--- config.mk ---
export PLATFORM = sky130hd
export DESIGN_NAME = dtg_top
export DESIGN_NICKNAME = d
export VERILOG_FILES = /design/src/inc/dtg_pkg.sv /design/src/rtl/dtg_prescaler.sv /design/src/rtl/dtg_tone_channel.sv /design/src/rtl/dtg_top.sv
export SDC_FILE = /design/constraint.sdc
export NUM_CORES = 1
export LEC_CHECK = 0
export ABC_CLOCK_PERIOD_IN_PS = 3040
export BUFFER_PORTS_ARGS = -buffer_cell sky130_fd_sc_hd__buf_2
export CAP_MARGIN = 20
export CORE_MARGIN = 5
export CORE_UTILIZATION = 46
export DETAILED_ROUTE_END_ITERATION = 16
export GPL_TIMING_DRIVEN = 0
export PLACE_DENSITY = 0.66
export SLEW_MARGIN = 20
export SYNTH_ARGS = -nofsm -noshare
export SYNTH_HDL_FRONTEND = slang
export SYNTH_SLANG_ARGS = --single-unit
--- constraint.sdc ---
create_clock -name clk -period 3.04 [get_ports clk]
set_input_delay 0 -clock clk [delete_from_list [all_inputs] [get_ports clk]]
set_output_delay 0 -clock clk [all_outputs]
set_load 0.05 [all_outputs]
--- src/inc/dtg_pkg.sv ---
// package: register map, fields, divider and tone constants for the dual-tone generator
package dtg_pkg;

    localparam int          AXI_ADDR_W        = 8;
    localparam int          AXI_DATA_W        = 32;

    // register indices; byte address is four times the index
    localparam logic [5:0]  IDX_TONE_FREQ_SEL = 6'h19;
    localparam logic [5:0]  IDX_TONE_OUT_CTRL = 6'h1a;
    localparam logic [5:0]  IDX_CLK_SRC_SEL   = 6'h29;
    localparam logic [5:0]  IDX_TONE_STATUS   = 6'h30;

    localparam logic [3:0]  RST_TONE_FREQ_SEL = 4'h0;
    localparam logic [2:0]  RST_TONE_OUT_CTRL = 3'h0;
    localparam logic [3:0]  RST_CLK_SRC_SEL   = 4'h0;

    // field positions
    localparam int          COL_SEL_LSB       = 2;
    localparam int          ROW_SEL_LSB       = 0;
    localparam int          CTRL_LSB          = 1;
    localparam int          OSC_CODE_LSB      = 0;
    localparam int          STAT_ACTIVE_BIT   = 0;
    localparam int          STAT_ROW_SLOT_LSB = 1;
    localparam int          STAT_COL_SLOT_LSB = 6;

    localparam logic [1:0]  AXI_OKAY          = 2'h0;
    localparam logic [1:0]  AXI_SLVERR        = 2'h2;

    // oscillator codes and the divisor that brings each to the base rate
    localparam logic [1:0]  OSC_400K          = 2'h0;
    localparam logic [1:0]  OSC_800K          = 2'h1;
    localparam logic [1:0]  OSC_2M            = 2'h2;
    localparam logic [1:0]  OSC_4M            = 2'h3;
    localparam logic [3:0]  DIV_BY_1          = 4'h1;
    localparam logic [3:0]  DIV_BY_2          = 4'h2;
    localparam logic [3:0]  DIV_BY_5          = 4'h5;
    localparam logic [3:0]  DIV_BY_10         = 4'ha;
    localparam int          BASE_FREQ_KHZ     = 400;

    // sine period in base ticks: 400 kHz / tone
    localparam int          SLOTS             = 32;
    localparam int          PERIOD_W          = 10;
    localparam logic [9:0]  ROW_PERIOD_1      = 10'd576;
    localparam logic [9:0]  ROW_PERIOD_2      = 10'd520;
    localparam logic [9:0]  ROW_PERIOD_3      = 10'd470;
    localparam logic [9:0]  ROW_PERIOD_4      = 10'd426;
    localparam logic [9:0]  COL_PERIOD_1      = 10'd330;
    localparam logic [9:0]  COL_PERIOD_2      = 10'd300;
    localparam logic [9:0]  COL_PERIOD_3      = 10'd270;
    localparam logic [9:0]  COL_PERIOD_4      = 10'd244;
    localparam logic [9:0]  SLOT_STEP         = 10'd32;

    localparam int          DAC_W             = 8;
    localparam logic [7:0]  DAC_OFF           = 8'h00;
    localparam logic [7:0]  SINE_LUT [0:31]   = '{
        8'h80, 8'h99, 8'hb1, 8'hc7, 8'hda, 8'hea, 8'hf5, 8'hfd,
        8'hff, 8'hfd, 8'hf5, 8'hea, 8'hda, 8'hc7, 8'hb1, 8'h99,
        8'h80, 8'h67, 8'h4f, 8'h39, 8'h26, 8'h16, 8'h0b, 8'h03,
        8'h01, 8'h03, 8'h0b, 8'h16, 8'h26, 8'h39, 8'h4f, 8'h67};

    typedef struct packed {
        logic       colEn;
        logic       rowEn;
        logic       circEn;
    } dtg_ctrl_type;

    typedef struct packed {
        logic [1:0] colSel;
        logic [1:0] rowSel;
    } dtg_mode_type;

    function automatic logic [9:0] dtg_row_period(input logic [1:0] sel);
        case (sel)
            2'h0:    return ROW_PERIOD_1;
            2'h1:    return ROW_PERIOD_2;
            2'h2:    return ROW_PERIOD_3;
            default: return ROW_PERIOD_4;
        endcase
    endfunction

    function automatic logic [9:0] dtg_col_period(input logic [1:0] sel);
        case (sel)
            2'h0:    return COL_PERIOD_1;
            2'h1:    return COL_PERIOD_2;
            2'h2:    return COL_PERIOD_3;
            default: return COL_PERIOD_4;
        endcase
    endfunction

    function automatic logic [3:0] dtg_osc_div(input logic [1:0] code);
        case (code)
            OSC_400K: return DIV_BY_1;
            OSC_800K: return DIV_BY_2;
            OSC_2M:   return DIV_BY_5;
            default:  return DIV_BY_10;
        endcase
    endfunction

endpackage

--- src/rtl/dtg_prescaler.sv ---
// oscillator pre-divider: picks the divided clock matching the oscillator, as an enable pulse
`timescale 1ns/1ps
`default_nettype none
module dtg_prescaler
(
    input  wire logic       clk,
    input  wire logic       rst_b,
    input  wire logic       oscClk,
    input  wire logic [1:0] oscCode,
    output logic            baseTick
);
    import dtg_pkg::*;

    logic       sync1_r;
    logic       sync2_r;
    logic       sync3_r;
    logic [3:0] cnt_r;
    logic [3:0] cnt_nxt;
    logic [3:0] divisor;
    logic       oscEdge;

    assign oscEdge = sync2_r & ~sync3_r;
    assign divisor = dtg_osc_div(oscCode);

    always_comb
    begin
        cnt_nxt  = cnt_r;
        baseTick = 1'b0;
        if (oscEdge)
        begin
            // a wrong code only scales the rate, tones still run
            if (cnt_r >= divisor - 4'h1)
            begin
                cnt_nxt  = 4'h0;
                baseTick = 1'b1;
            end
            else
            begin
                cnt_nxt = cnt_r + 4'h1;
            end
        end
    end

    always_ff @(posedge clk or negedge rst_b)
    begin
        if (!rst_b)
        begin
            sync1_r <= 1'b0;
            sync2_r <= 1'b0;
            sync3_r <= 1'b0;
            cnt_r   <= 4'h0;
        end
        else
        begin
            sync1_r <= oscClk;
            sync2_r <= sync1_r;
            sync3_r <= sync2_r;
            cnt_r   <= cnt_nxt;
        end
    end
endmodule
`default_nettype wire

--- src/rtl/dtg_tone_channel.sv ---
// one tone group: fractional programmable divider feeding a 32-slot sine counter
`timescale 1ns/1ps
`default_nettype none
module dtg_tone_channel
(
    input  wire logic       clk,
    input  wire logic       rst_b,
    input  wire logic       enable,
    input  wire logic       baseTick,
    input  wire logic [9:0] period,
    output logic [4:0]      slot,
    output logic [7:0]      sample
);
    import dtg_pkg::*;

    logic [9:0]  acc_r;
    logic [9:0]  acc_nxt;
    logic [4:0]  slot_r;
    logic [4:0]  slot_nxt;
    logic [10:0] sum;

    // period ticks spread over 32 slots, so uneven slot lengths give exact pitch
    always_comb
    begin
        sum      = {1'b0, acc_r} + {1'b0, SLOT_STEP};
        acc_nxt  = acc_r;
        slot_nxt = slot_r;
        if (!enable)
        begin
            acc_nxt  = 10'h000;
            slot_nxt = 5'h00;
        end
        else if (baseTick)
        begin
            if (sum >= {1'b0, period})
            begin
                acc_nxt  = 10'(sum - {1'b0, period});
                slot_nxt = slot_r + 5'h01;
            end
            else
            begin
                acc_nxt = sum[9:0];
            end
        end
    end

    always_ff @(posedge clk or negedge rst_b)
    begin
        if (!rst_b)
        begin
            acc_r  <= 10'h000;
            slot_r <= 5'h00;
        end
        else
        begin
            acc_r  <= acc_nxt;
            slot_r <= slot_nxt;
        end
    end

    assign slot   = slot_r;
    assign sample = SINE_LUT[slot_r];
endmodule
`default_nettype wire

--- src/rtl/dtg_top.sv ---
// dual-tone generator top: AXI4-Lite registers, pre-divider, row and column tone channels
//
// Functional notes
// - oscillator divided by 1, 2, 5 or 10; one result drives tones.
// - two-bit code picks divider: 400k, 800k, 2M, 4M oscillator.
// - mismatched code still makes tones, pitch scaled by mismatch.
// - four-bit write-only tone select register, reset to zero.
// - upper pair picks column tone, lower pair row tone; 00 lowest.
// - tones equal synthesized values, e.g. 694.44, 1212.12, 1639.34 Hz.
// - output control register write-only, bits 3..1, reset zero.
// - bit 3 enables column output, bit 2 row output, independently.
// - bit 1 enables whole tone circuit.
// - each group has programmable divider clocking slot counter.
// - 32 slots per sine period, counter wraps once per period.
// - row and column sequences drive separate converter outputs.
// - four-bit write-only clock source register, reset zero.
//
// Register access over AXI4-Lite was decided locally.
`timescale 1ns/1ps
`default_nettype none
module dtg_top
(
    input  wire logic                              clk,
    input  wire logic                              rst_b,
    input  wire logic                              oscClk,
    input  wire logic [dtg_pkg::AXI_ADDR_W-1:0]    s_axi_awaddr,
    input  wire logic                              s_axi_awvalid,
    output logic                                   s_axi_awready,
    input  wire logic [dtg_pkg::AXI_DATA_W-1:0]    s_axi_wdata,
    input  wire logic [3:0]                        s_axi_wstrb,
    input  wire logic                              s_axi_wvalid,
    output logic                                   s_axi_wready,
    output logic [1:0]                             s_axi_bresp,
    output logic                                   s_axi_bvalid,
    input  wire logic                              s_axi_bready,
    input  wire logic [dtg_pkg::AXI_ADDR_W-1:0]    s_axi_araddr,
    input  wire logic                              s_axi_arvalid,
    output logic                                   s_axi_arready,
    output logic [dtg_pkg::AXI_DATA_W-1:0]         s_axi_rdata,
    output logic [1:0]                             s_axi_rresp,
    output logic                                   s_axi_rvalid,
    input  wire logic                              s_axi_rready,
    output logic [dtg_pkg::DAC_W-1:0]              row_tone_out,
    output logic [dtg_pkg::DAC_W-1:0]              column_tone_out
);
    import dtg_pkg::*;

    // write channel state
    logic                  awReady_r;
    logic                  awReady_nxt;
    logic                  wReady_r;
    logic                  wReady_nxt;
    logic                  awHeld_r;
    logic                  awHeld_nxt;
    logic                  wHeld_r;
    logic                  wHeld_nxt;
    logic [5:0]            awIdx_r;
    logic [5:0]            awIdx_nxt;
    logic [3:0]            wData_r;
    logic [3:0]            wData_nxt;
    logic                  wLane_r;
    logic                  wLane_nxt;
    logic                  bValid_r;
    logic                  bValid_nxt;
    logic [1:0]            bResp_r;
    logic [1:0]            bResp_nxt;
    logic                  doWrite;
    logic                  awHit;
    logic                  wHit;

    // read channel state
    logic                  arReady_r;
    logic                  arReady_nxt;
    logic                  rValid_r;
    logic                  rValid_nxt;
    logic [AXI_DATA_W-1:0] rData_r;
    logic [AXI_DATA_W-1:0] rData_nxt;
    logic [1:0]            rResp_r;
    logic [1:0]            rResp_nxt;

    // control registers
    dtg_mode_type          toneFreqSel_r;
    dtg_mode_type          toneFreqSel_nxt;
    dtg_ctrl_type          toneOutCtrl_r;
    dtg_ctrl_type          toneOutCtrl_nxt;
    logic [3:0]            clkSrcSel_r;
    logic [3:0]            clkSrcSel_nxt;

    // tone path
    logic                  baseTick;
    logic [4:0]            rowSlot;
    logic [4:0]            colSlot;
    logic [7:0]            rowSample;
    logic [7:0]            colSample;
    logic [DAC_W-1:0]      rowOut_r;
    logic [DAC_W-1:0]      rowOut_nxt;
    logic [DAC_W-1:0]      colOut_r;
    logic [DAC_W-1:0]      colOut_nxt;

    generate
        if (AXI_ADDR_W < 8)
        begin : g_addr_check
            $error("dtg_top: address width too small for the register map");
        end
    endgenerate

    // address and data may arrive in either order; response waits for both
    assign awHit   = s_axi_awvalid & awReady_r;
    assign wHit    = s_axi_wvalid & wReady_r;
    assign doWrite = (awHeld_r | awHit) & (wHeld_r | wHit) & ~bValid_r;

    always_comb
    begin
        awHeld_nxt      = awHeld_r | awHit;
        wHeld_nxt       = wHeld_r | wHit;
        awIdx_nxt       = awHit ? s_axi_awaddr[7:2] : awIdx_r;
        wData_nxt       = wHit ? s_axi_wdata[3:0] : wData_r;
        wLane_nxt       = wHit ? s_axi_wstrb[0] : wLane_r;
        bValid_nxt      = bValid_r & ~s_axi_bready;
        bResp_nxt       = bResp_r;
        toneFreqSel_nxt = toneFreqSel_r;
        toneOutCtrl_nxt = toneOutCtrl_r;
        clkSrcSel_nxt   = clkSrcSel_r;
        if (doWrite)
        begin
            awHeld_nxt = 1'b0;
            wHeld_nxt  = 1'b0;
            bValid_nxt = 1'b1;
            bResp_nxt  = AXI_OKAY;
            // bits above the register width are dropped; lane 0 must be strobed
            case (awIdx_nxt)
                IDX_TONE_FREQ_SEL:
                begin
                    if (wLane_nxt)
                    begin
                        toneFreqSel_nxt = dtg_mode_type'(wData_nxt);
                    end
                end
                IDX_TONE_OUT_CTRL:
                begin
                    if (wLane_nxt)
                    begin
                        toneOutCtrl_nxt = dtg_ctrl_type'(wData_nxt[3:CTRL_LSB]);
                    end
                end
                IDX_CLK_SRC_SEL:
                begin
                    if (wLane_nxt)
                    begin
                        clkSrcSel_nxt = wData_nxt;
                    end
                end
                IDX_TONE_STATUS:
                begin
                    bResp_nxt = AXI_OKAY;
                end
                default:
                begin
                    bResp_nxt = AXI_SLVERR;
                end
            endcase
        end
        awReady_nxt = ~awHeld_nxt & ~bValid_nxt;
        wReady_nxt  = ~wHeld_nxt & ~bValid_nxt;
    end

    // write-only registers read as zero; status shows live tone state
    always_comb
    begin
        rValid_nxt = rValid_r & ~s_axi_rready;
        rData_nxt  = rData_r;
        rResp_nxt  = rResp_r;
        if (s_axi_arvalid & arReady_r)
        begin
            rValid_nxt = 1'b1;
            rData_nxt  = '0;
            rResp_nxt  = AXI_OKAY;
            case (s_axi_araddr[7:2])
                IDX_TONE_FREQ_SEL,
                IDX_TONE_OUT_CTRL,
                IDX_CLK_SRC_SEL:
                begin
                    rData_nxt = '0;
                end
                IDX_TONE_STATUS:
                begin
                    rData_nxt[STAT_ACTIVE_BIT]                        = toneOutCtrl_r.circEn;
                    rData_nxt[STAT_ROW_SLOT_LSB +: 5]                 = rowSlot;
                    rData_nxt[STAT_COL_SLOT_LSB +: 5]                 = colSlot;
                end
                default:
                begin
                    rResp_nxt = AXI_SLVERR;
                end
            endcase
        end
        arReady_nxt = ~rValid_nxt;
    end

    always_ff @(posedge clk or negedge rst_b)
    begin
        if (!rst_b)
        begin
            awReady_r     <= 1'b0;
            wReady_r      <= 1'b0;
            awHeld_r      <= 1'b0;
            wHeld_r       <= 1'b0;
            awIdx_r       <= 6'h00;
            wData_r       <= 4'h0;
            wLane_r       <= 1'b0;
            bValid_r      <= 1'b0;
            bResp_r       <= AXI_OKAY;
            arReady_r     <= 1'b0;
            rValid_r      <= 1'b0;
            rData_r       <= '0;
            rResp_r       <= AXI_OKAY;
            toneFreqSel_r <= dtg_mode_type'(RST_TONE_FREQ_SEL);
            toneOutCtrl_r <= dtg_ctrl_type'(RST_TONE_OUT_CTRL);
            clkSrcSel_r   <= RST_CLK_SRC_SEL;
        end
        else
        begin
            awReady_r     <= awReady_nxt;
            wReady_r      <= wReady_nxt;
            awHeld_r      <= awHeld_nxt;
            wHeld_r       <= wHeld_nxt;
            awIdx_r       <= awIdx_nxt;
            wData_r       <= wData_nxt;
            wLane_r       <= wLane_nxt;
            bValid_r      <= bValid_nxt;
            bResp_r       <= bResp_nxt;
            arReady_r     <= arReady_nxt;
            rValid_r      <= rValid_nxt;
            rData_r       <= rData_nxt;
            rResp_r       <= rResp_nxt;
            toneFreqSel_r <= toneFreqSel_nxt;
            toneOutCtrl_r <= toneOutCtrl_nxt;
            clkSrcSel_r   <= clkSrcSel_nxt;
        end
    end

    dtg_prescaler u_prescaler
    (
        .clk      (clk),
        .rst_b    (rst_b),
        .oscClk   (oscClk),
        .oscCode  (clkSrcSel_r[OSC_CODE_LSB +: 2]),
        .baseTick (baseTick)
    );

    // both groups stop and rewind while the circuit is disabled
    dtg_tone_channel u_row
    (
        .clk      (clk),
        .rst_b    (rst_b),
        .enable   (toneOutCtrl_r.circEn),
        .baseTick (baseTick),
        .period   (dtg_row_period(toneFreqSel_r.rowSel)),
        .slot     (rowSlot),
        .sample   (rowSample)
    );

    dtg_tone_channel u_col
    (
        .clk      (clk),
        .rst_b    (rst_b),
        .enable   (toneOutCtrl_r.circEn),
        .baseTick (baseTick),
        .period   (dtg_col_period(toneFreqSel_r.colSel)),
        .slot     (colSlot),
        .sample   (colSample)
    );

    always_comb
    begin
        rowOut_nxt = DAC_OFF;
        colOut_nxt = DAC_OFF;
        if (toneOutCtrl_r.circEn && toneOutCtrl_r.rowEn)
        begin
            rowOut_nxt = rowSample;
        end
        if (toneOutCtrl_r.circEn && toneOutCtrl_r.colEn)
        begin
            colOut_nxt = colSample;
        end
    end

    always_ff @(posedge clk or negedge rst_b)
    begin
        if (!rst_b)
        begin
            rowOut_r <= DAC_OFF;
            colOut_r <= DAC_OFF;
        end
        else
        begin
            rowOut_r <= rowOut_nxt;
            colOut_r <= colOut_nxt;
        end
    end

    assign s_axi_awready   = awReady_r;
    assign s_axi_wready    = wReady_r;
    assign s_axi_bvalid    = bValid_r;
    assign s_axi_bresp     = bResp_r;
    assign s_axi_arready   = arReady_r;
    assign s_axi_rvalid    = rValid_r;
    assign s_axi_rdata     = rData_r;
    assign s_axi_rresp     = rResp_r;
    assign row_tone_out    = rowOut_r;
    assign column_tone_out = colOut_r;
endmodule
`default_nettype wire

==> qor.yml, run 1 <==
status: "finished, final reports clean"
place_ws_ps: -0.7976
p_leak_nw: 3.259
fin_crit_sh_pct: 96.18
max_slew_margin_pct: 35.63
critPathRequiredTime_ps: 3280
cp-start-kind: "flip-flop"
die-area_sq_um: 15230
cts_max_path_buffers: 2
power.total_mw: 3.962
crit_chain: "ha_1, xor2_1, ha_1, and4_1, a31oi_1, a21oi_4, mux2i_1, and2_1"
syn_inst: 627
grt_pass1_vias: 4660
area_growth_pct: 20.05
hp-class: "input port to flip-flop"
synth-xor-area-share_pct: 2.812
netlist_area_sq_um: 5917
slowest_stage: "a31oi_1"
synthSimpleGateAreaFrac_pct: 16.52
rsz0062_at_grt: "yes"
dr.pass1.iters: 7
cts_made_buffers: 9
antenna_found_initial: 0
synth.area.mux_share_pct: 7.697
gp_congestion: 0.8898
num_vias: 4830
drc_errors: 0
tritoncts: "yes"
die_h_um: 123.4
ioPinCount: 117
multi_input_comb_area_sq_um: 3308
seqCellArea_sq_um: 2278
viasPerCell: 5.261
grt_overflow: 0
synth_top_family_by_area: "compound AO/OA/AOI/OAI gates"
power_density_nw_per_um2: 557.8
cp.depth: 8
h-tree-depth: 3
insertion_delay_ps: 350
synth_edf_count: 0
cts.root.buffer_cell: "clkbuf_16"
ir_drop_mv: 0.4578
cts.sinks: 91
clkSlewWorstSetupHoldPaths_ps: 60
dieWidth_um: 123.4
cp_slowest_stage_delay_ps: 780
num_rows: 41
yosysUniqueCellTypes: 78
hold_viol: 0
worstRegToRegCells: 8
end_kind: "flip-flop"
grt_start_max_net_pins: 52
track_usage_pct: 17.55
hpwl_mm: 9.456
grt_first_pass_wirelength_mm: 21.65
fillers: 1134
cp.arrival_ps: 3160
ys_warn_count: 0
fin_skew_ps: 7.090
path_common_cell: "ha_1"
path_class: "flip-flop to flip-flop"
stdcell_count: 918
io_buffer_count: 58
postLayoutCoreUtil_pct: 56.29
drv_slew: 0
wl_per_cell_um: 13.92
synth_seq_cells: 91
fin_nets: 842
critPathBufInv: 0
hold_path_depth: 3
synth_seq_area_share_pct: 38.49
drv_cap: 0
fin_crit_ps: 2924
cp_max_fo: 10
crit_family: "compound AO/OA/AOI/OAI gates"
synth_compound_area_share_pct: 18.21
diodes: 0
synth-adder-area-share_pct: 9.093
reg2reg_slack_ps: 120
synth-main-ff-cell: "dfrtp_1"
drive_above_1_share_pct: 19.03
core_area_sq_um: 12620
ant_nets: 0
worstMarginPinSlew_ps: 961.0
setup_viol: 0
start_util_pct: 46.89
drt_iter0_drc: 287
synth-async-reset-ratio_pct: 100.0
fin_ws_ps: 116.0
fmax_mhz: 342.0
drt-total-wl_mm: 12.78
dp.cells: 880
avgSynthCellArea_sq_um: 9.437
-- cell families after synthesis --
logic type / count (synthesis)
simple gates: 196
compound gates: 154
flops: 91
buf+inv: 83
fa+ha+maj: 42
mux: 40
xor+xnor: 19
other cells: 2
-- per-stage QoR --
step,cell area [sq um],TNS [ps],hold WS (ps)
3_5_place_dp,6539,-0.7976,-63.58
3_3_place_gp,6505,0,109.9
5_1_grt,7103,-1.163,21.02
6_report,7103,0,21.63
4_1_cts,7079,0,8.277
2_1_floorplan,6000,0,-295.6
-- cells in the mapped netlist, types with 9 or more instances --
cell	number	share of area [%]
nand2_1	52	3.3
nor2b_1	11	1.2
buf_4	23	2.9
inv_1	29	1.8
a211oi_1	14	1.8
o21ai_0	30	2.5
and3_1	10	1.1
mux2_2	13	2.5
mux2i_1	20	3.4
nor2_1	52	3.3
ha_1	39	8.2
a21oi_1	36	3.0
dfrtp_1	91	38
a22o_1	11	1.6
nand3_1	19	1.6
nor3_1	10	0.85
xor2_1	9	1.3
xnor2_1	10	1.5
clkbuf_1	25	1.6
-- metal layers --
layer	track usage (%)	wire, um	up-vias
met3	4.803	643	16
met1	22.44	5807	2275
li1	-	-	2426
met5	0	0	-
met2	29.05	6146	113
met4	5.260	183	0
-- what timing repair did --
| action | in CTS | in global routing |
|---|---|---|
| gates cloned | 0 | 0 |
| hold buffers | 19 | 0 |
| resized for setup | 1 | 1 |
| buffers inserted | 0 | 3 |
| endpoints found under the hold margin | 108 | 0 |
| endpoints found under the setup margin | 1 | 3 |
-- worst min-delay path, cell delays in order --
cell and delay (ps):
buf_2 100, nor4_1 60, a22o_1 170
-- cell usage in the layout (no fill, tap or decap), types with 10 or more instances in the layout --
cell type       n
and3_1         10
ha_1           39
a22o_1         11
nor3_1         10
conb_1         24
a211oi_1       14
nor2b_1        11
nand2_1        52
dfrtp_1        90
mux2_2         13
nor2_1         52
buf_2          58
mux2i_1        20
xnor2_1        10
a21oi_1        35
clkbuf_1       25
o21ai_0        30
inv_1          29
nand3_1        19
buf_4          26
dlygate4sd3_1  19
-- final timing paths --
check | startpoint | endpoint
worst max register to register | u_col.acc_r[5]$_DFFE_PN0P_ | u_col.acc_r[1]$_DFFE_PN0P_
max in group asynchronous | rst_b | toneFreqSel_r[1]$_DFFE_PN0P_
worst max-delay path | u_col.acc_r[5]$_DFFE_PN0P_ | u_col.acc_r[1]$_DFFE_PN0P_
min in group asynchronous | rst_b | row_tone_out[4]$_DFF_PN0_
worst min-delay path | s_axi_araddr[3] | s_axi_rdata[0]$_DFFE_PN0P_
worst min register to register | u_prescaler.sync1_r$_DFF_PN0_ | u_prescaler.sync2_r$_DFF_PN0_
-- area by class of cell --
type	instances	area share, %
Multi-Input combinational cell	475	46.57
Sequential cell	91	32.08
Timing Repair Buffer	81	7.557
Buffer	52	4.245
Clock buffer	9	3.171
Tap cell	172	3.030
Clock inverter	7	1.709
Inverter	31	1.638
-- report_power, final --
group / internal [mW] / switching [mW] / total, mW
Clock: 0.809 / 0.476 / 1.28
Combinational: 0.482 / 0.709 / 1.19
Sequential: 1.37 / 0.120 / 1.49
-- state kept, by name, summed over array words and instances, names as in the netlist, 4 cells and up --
| register | cells |
|---|---|
| u_row.acc_r | 9 |
| wData_r | 4 |
| toneFreqSel_r | 4 |
| column_tone_out | 8 |
| awIdx_r | 6 |
| s_axi_rdata | 11 |
| u_col.slot | 5 |
| row_tone_out | 8 |
| u_prescaler.cnt_r | 4 |
| u_col.acc_r | 9 |
| u_row.slot | 5 |
Note: power is estimated with default switching activity, not from simulation.
==> run 2, diff against run 1 <==
Settings changed: CORE_UTILIZATION 46 to 47, PLACE_DENSITY 0.66 to 0.67, SLEW_MARGIN 20 to default.
==> run 2 against run 1 <==
  * Core utilization increased by 0.10 points
  * Clock skew increased by 1.0 ps
  * Combinational power is essentially flat
  * Highest routed layer unchanged
  * Non-clock buffer count down 3
  * Die area shrank 2.0%
  * Count of clock-buffer cells in the layout stayed put
  * Largest power group unchanged
  * Worst hold slack improved by 14 ps
  * Worst setup slack better by 39 ps
  * Flip-flop and latch count did not move
==> qor.yml, run 2 (synthesis gave the netlist of run 1 again) <==
status: "finished, final reports clean"  # unchanged
drv_slew: 0  # unchanged
hpwl_mm: 9.678  # was 9.456 mm
max_slew_margin_pct: 61.13  # was 35.63%
cp.arrival_ps: 3150  # was 3160 ps
multi_input_comb_area_sq_um: 3331  # was 3308 sq um
drc_errors: 0  # unchanged
combinationalPowerShare_pct: 31.6  # was 30.1%
grt_start_max_net_pins: 51  # was 52
ioPinCount: 117  # unchanged
num_vias: 4844  # was 4830
wl_per_cell_um: 14.27  # was 13.92 um
p_sw_mw: 1.313  # was 1.305 mW
viasPerCell: 5.294  # was 5.261
fin_ws_ps: 154.6  # was 116.0 ps
drt-total-wl_mm: 13.06  # was 12.78 mm
place_ws_ps: 51.10  # was -0.7976 ps
cp_max_fo: 8  # was 10
insertion_delay_ps: 350  # about the same
p_seq_share_pct: 40.0  # was 37.5%
num_rows: 41  # unchanged
final_cell_mix: "dfrtp_1 (90), buf_2 (58), nor2_1 (52), nand2_1 (52), ha_1 (39)"  # unchanged
cp-start-kind: "flip-flop"  # unchanged
ir_drop_mv: 0.5224  # was 0.4578 mV
tritoncts: "yes"  # unchanged
drv_cap: 0  # unchanged
end_kind: "flip-flop"  # unchanged
power_density_nw_per_um2: 528.3  # was 557.8 nW/um^2
rsz0062_at_grt: "no"  # was yes
drt_iter0_drc: 311  # was 287
final_common_cell: "dfrtp_1"  # unchanged
grt_overflow: 0  # unchanged
hold_viol: 0  # unchanged
gp_congestion: 0.8758  # was 0.8898
drive_above_1_share_pct: 18.98  # was 19.03%
core_area_sq_um: 12470  # was 12620 sq um
cts.sinks: 91  # unchanged
diodes: 0  # unchanged
start_util_pct: 47.47  # was 46.89%
postLayoutCoreUtil_pct: 56.39  # was 56.29%
switching_share_pct: 35.36  # was 32.94%
track_usage_pct: 17.80  # was 17.55%
dieWidth_um: 122.2  # was 123.4 um
final.setup.tns_ps: 0  # unchanged
ant_nets: 0  # unchanged
h-tree-depth: 3  # unchanged
seqCellArea_sq_um: 2278  # unchanged
fin_skew_ps: 8.123  # was 7.090 ps
path_class: "flip-flop to flip-flop"  # unchanged
power.internal_mw: 2.401  # was 2.657 mW
cts_made_buffers: 9  # unchanged
critPathRequiredTime_ps: 3310  # was 3280 ps
clkSlewWorstSetupHoldPaths_ps: 70  # was 60 ps
cts_setup_buffers: 0  # unchanged
stdcell_count: 915  # was 918
largest_reg_flops: 11  # unchanged
antenna_found_initial: 0  # unchanged
p_leak_nw: 3.213  # was 3.259 nW
cts_max_path_buffers: 2  # unchanged
hp-class: "input port to flip-flop"  # unchanged
fin_crit_sh_pct: 94.91  # was 96.18%
pwr-share-clk_pct: 28.4  # was 32.4%
finalHoldWorstSlack_ps: 36.09  # was 21.63 ps
dp.cells: 880  # unchanged
dr.pass1.iters: 4  # was 7
fin_crit_ps: 2885  # was 2924 ps
area_growth_pct: 18.80  # was 20.05%
fillers: 1108  # was 1134
die_h_um: 122.2  # was 123.4 um
io_buffer_count: 58  # unchanged
die-area_sq_um: 14930  # was 15230 sq um
fin_nets: 839  # was 842
fmax_mhz: 346.6  # was 342.0 MHz
grt_pass1_vias: 4582  # was 4660
grt_first_pass_wirelength_mm: 21.60  # was 21.65 mm
cts.root.buffer_cell: "clkbuf_16"  # unchanged
worstMarginPinSlew_ps: 581.4  # was 961.0 ps
setup_viol: 0  # unchanged
## run 2: changes by cell type in the layout (fill, tap and decap cells not counted), sizes merged
cell and delta:
bufinv -3, buf -3, inv +1, clkinv +1, clkinvlp +1
## run 2: worst paths after layout
| check | from | to | slack [ps] | cells past startpoint |
|---|---|---|---|---|
| max | toneFreqSel_r[1]$_DFFE_PN0P_ | u_row.acc_r[8]$_DFFE_PN0P_ | 150 | 10 |
| min | s_axi_araddr[3] | s_axi_rdata[0]$_DFFE_PN0P_ | 40 | 3 |
| max reg2reg | toneFreqSel_r[1]$_DFFE_PN0P_ | u_row.acc_r[8]$_DFFE_PN0P_ | 150 | 10 |
| min reg2reg | u_prescaler.sync1_r$_DFF_PN0_ | u_prescaler.sync2_r$_DFF_PN0_ | 360 | 0 |
| max in group asynchronous | rst_b | toneFreqSel_r[1]$_DFFE_PN0P_ | 2220 | 3 |
| min in group asynchronous | rst_b | row_tone_out[4]$_DFF_PN0_ | 180 | 2 |
## run 2: cell type report
cell class / instances / area share, %
multi-input combinational: 475 / 47.38
inverter: 31 / 1.655
clock buffer: 9 / 3.204
timing repair buffer: 78 / 7.262
clock inverter: 7 / 0.7298
sequential: 91 / 32.41
tap: 172 / 3.062
buffer: 52 / 4.290
## run 2: power by group through the flow
stage               registers, mW  clock network [mW]  logic [mW]
floorplan                    1.56                   0       0.798
global placement             1.50                   0        1.10
detailed placement           1.50                   0        1.14
CTS                          1.48                1.08        1.18
global route                 1.51                1.14        1.30
finish                       1.49                1.05        1.17
## run 2: routing by layer
metal / track usage [%] / share of wire, %
met4: 4.129 / 1.0
met5: 0 / 0
met2: 30.23 / 49
met1: 22.98 / 45
met3: 4.318 / 4.6
## run 2: repair_timing
action / in CTS / in global routing
hold buffers: 19 / 0
resized for setup: 0 / 5
hold endpoints to repair: 57 / 0
endpoints found under the setup margin: 0 / 12
## run 2: metrics by stage
stage               power (mW)  area [sq um]
finish                   3.714          7029
global route             3.944          7029
CTS                      3.742          7002
detailed placement       2.645          6535
global placement         2.598          6505
floorplan                2.361          6000
## run 2: critical path: stages (launching register included)
cell and delay (ps):
dfrtp_2 460, clkbuf_1 110, ha_1 160, inv_1 50
fa_1 400, a21o_1 230, a2111oi_4 420, a2111oi_4 70
or2_4 300, or4_1 420, a41oi_2 180
==> run 3, diff against run 2 <==
Settings changed: ABC_CLOCK_PERIOD_IN_PS 3040 to 2700.
Clock period 3.04 ns to 2.7 ns, I/O delays scaled along.
==> run 3 against run 2 <==
  * Count of clock-buffer cells in the layout increased by 4
  * Worst hold slack improved by 5.6 ps
  * Sequential share of layout area decreased by 1.0 points
  * Cell area up 3.5%
  * Global-route usage grew 0.64 points
  * Largest power group unchanged
  * Worst setup slack got worse by 48 ps
  * Sequential power increased by 12%
  * Via count rose by 2.0%
  * Cell count increased by 1.7%
  * Critical endpoint unchanged
  * Non-clock buffer count is 16 higher
  * Maximum frequency rose by 11%
==> qor.yml, run 3 (synthesis gave the netlist of run 1 again) <==
crit_family: "compound AO/OA/AOI/OAI gates"  # unchanged
die-area_sq_um: 14930  # unchanged
largest_reg_flops: 11  # unchanged
setup_viol: 0  # unchanged
critPathRequiredTime_ps: 2960  # was 3310 ps
fmax_mhz: 385.6  # was 346.6 MHz
drv_cap: 0  # unchanged
grt_first_pass_wirelength_mm: 22.41  # was 21.60 mm
holdCritStartpoint: "s_axi_awvalid"  # was s_axi_araddr[3]
critPathBufInv: 1  # was 2
power_density_nw_per_um2: 591.7  # was 528.3 nW/um^2
p_sw_mw: 1.497  # was 1.313 mW
p_leak_nw: 3.306  # was 3.213 nW
gp_congestion: 0.8965  # was 0.8758
cp.arrival_ps: 2850  # was 3150 ps
fin_crit_sh_pct: 96.05  # was 94.91%
postLayoutCoreUtil_pct: 58.35  # was 56.39%
regToRegStartpoint: "toneFreqSel_r[0]$_DFFE_PN0P_"  # was toneFreqSel_r[1]$_DFFE_PN0P_
drive_above_1_share_pct: 24.11  # was 18.98%
cts.root.buffer_cell: "clkbuf_16"  # unchanged
reg2reg_slack_ps: 110  # was 150 ps
grt_start_max_net_pins: 47  # was 51
rsz0062_at_grt: "yes"  # was no
start_util_pct: 47.47  # unchanged
cts_max_path_buffers: 2  # unchanged
drt_iter0_drc: 316  # was 311
wl_per_cell_um: 14.65  # was 14.27 um
cts.sinks: 91  # unchanged
drt-total-wl_mm: 13.64  # was 13.06 mm
crit_chain: "inv_2, nand2_2, fa_2, a21o_1, a21oi_2, a2111oi_4, or2_4, or4_4, a41oi_2"  # was clkbuf_1, ha_1, inv_1, fa_1, a21o_1, a2111oi_4, a2111oi_4, or2_4, or4_1, a41oi_2
drv_slew: 0  # unchanged
grt_overflow: 0  # unchanged
clkSlewWorstSetupHoldPaths_ps: 60  # was 70 ps
final_cell_mix: "dfrtp_1 (87), buf_2 (57), nor2_1 (52)"  # was dfrtp_1 (90), buf_2 (58), nor2_1 (52), nand2_1 (52), ha_1 (39)
worstRegToRegCells: 9  # was 10
ant_nets: 0  # unchanged
antenna_found_initial: 0  # unchanged
track_usage_pct: 18.44  # was 17.80%
pwr-share-clk_pct: 28.8  # was 28.4%
hold_viol: 0  # unchanged
area_growth_pct: 22.92  # was 18.80%
num_vias: 4940  # was 4844
io_buffer_count: 58  # unchanged
path_class: "flip-flop to flip-flop"  # unchanged
worstMarginPinSlew_ps: 602.3  # was 581.4 ps
r2r_end: "u_row.acc_r[8]$_DFFE_PN0P_"  # unchanged
hold_end: "awHeld_r$_DFF_PN0_"  # was s_axi_rdata[0]$_DFFE_PN0P_
fin_crit_ps: 2593  # was 2885 ps
dr.pass1.iters: 4  # unchanged
dieWidth_um: 122.2  # unchanged
hold_path_depth: 3  # unchanged
fin_skew_ps: 2.664  # was 8.123 ps
status: "finished, final reports clean"  # unchanged
core_area_sq_um: 12470  # unchanged
combinationalPowerShare_pct: 32.4  # was 31.6%
ioPinCount: 117  # unchanged
viasPerCell: 5.306  # was 5.294
finalHoldWorstSlack_ps: 41.67  # was 36.09 ps
cp_slowest_stage_delay_ps: 450  # was 460 ps
hp-class: "input port to flip-flop"  # unchanged
end_kind: "flip-flop"  # unchanged
slowest_stage: "dfrtp_2"  # unchanged
grt_pass1_vias: 4706  # was 4582
max_slew_margin_pct: 59.84  # was 61.13%
h-tree-depth: 3  # unchanged
num_rows: 41  # unchanged
diodes: 0  # unchanged
fin_nets: 855  # was 839
switching_share_pct: 34.78  # was 35.36%
ir_drop_mv: 0.5814  # was 0.5224 mV
power.internal_mw: 2.807  # was 2.401 mW
cts_made_buffers: 9  # unchanged
p_seq_share_pct: 38.9  # was 40.0%
die_h_um: 122.2  # unchanged
drc_errors: 0  # unchanged
cp-start-kind: "flip-flop"  # unchanged
tritoncts: "yes"  # unchanged
insertion_delay_ps: 340  # was 350 ps
critPathLaunch: "toneFreqSel_r[0]$_DFFE_PN0P_"  # was toneFreqSel_r[1]$_DFFE_PN0P_
cp_max_fo: 4  # was 8
hpwl_mm: 9.708  # was 9.678 mm
final_common_cell: "dfrtp_1"  # unchanged
## run 3: changes by cell type in the layout (fill, tap and decap cells not counted), moves of 3 or more
cell	change
buf_4	+18
ha_1	-6
ha_2	+4
clkbuf_8	+3
dfrtp_1	-3
dfrtp_2	+3
inv_1	-3
inv_2	+3
## run 3: per-layer routing
layer	wire [um]	part of all wire [%]	GRT usage (%)	vias to the layer above
li1	-	-	-	2446
met1	6158	45	23.66	2366
met2	6768	50	31.74	115
met3	520	3.8	2.878	13
met4	193	1.4	6.158	0
met5	0	0	0	-
## run 3: through the flow
step                instance area, sq um  TNS (ps)  power, mW  worst slack, ps  instances
finish                              7273         0      4.303            106.6        931
global route                        7273    -6.097      4.543           -6.097        931
global placement                    6509     -1290      2.931           -169.5        879
detailed placement                  6539     -2082      2.994           -218.6        880
floorplan                           6003         0      2.664            44.18        649
CTS                                 7147    -2.259      4.284           -2.259        922
## run 3: worst max path at each step
stage,end,slack (ps),cells after the start
6_report,u_row.acc_r[8]$_DFFE_PN0P_,110,9
5_1_grt,u_row.slot[4]$_DFFE_PN0P_,-6,10
4_1_cts,u_col.slot[3]$_DFFE_PN0P_,-2,10
3_5_place_dp,u_row.acc_r[8]$_DFFE_PN0P_,-220,10
3_3_place_gp,u_row.acc_r[8]$_DFFE_PN0P_,-170,10
2_1_floorplan,u_row.acc_r[8]$_DFFE_PN0P_,40,10
## run 3: power groups by stage
stage	registers, mW	clock network (mW)	logic, mW
6_report	1.67	1.24	1.39
4_1_cts	1.67	1.25	1.36
5_1_grt	1.70	1.32	1.53
3_3_place_gp	1.69	0	1.24
2_1_floorplan	1.76	0	0.904
3_5_place_dp	1.69	0	1.30
## run 3: worst min-delay path, stage by stage
cell     delay, ps
buf_2          140
a21oi_1        110
nor2_1          90
## run 3: layout make-up
cell class / count / area, sq um
Fill cell: 1091 / 5192
Multi-Input combinational cell: 475 / 3431
Sequential cell: 91 / 2282
Timing Repair Buffer: 95 / 635.6
Buffer: 51 / 301.5
Clock buffer: 13 / 270.3
Tap cell: 172 / 215.2
Inverter: 31 / 116.4
Clock inverter: 3 / 21.27
## run 3: repair_timing
| action | 4_1_cts | 5_1_grt |
|---|---|---|
| endpoints found under the setup margin | 27 | 25 |
| hold buffers | 18 | 0 |
| endpoints found under the hold margin | 61 | 0 |
| gates resized for setup | 19 | 16 |
| setup buffers | 9 | 9 |
| pin swaps | 11 | 14 |
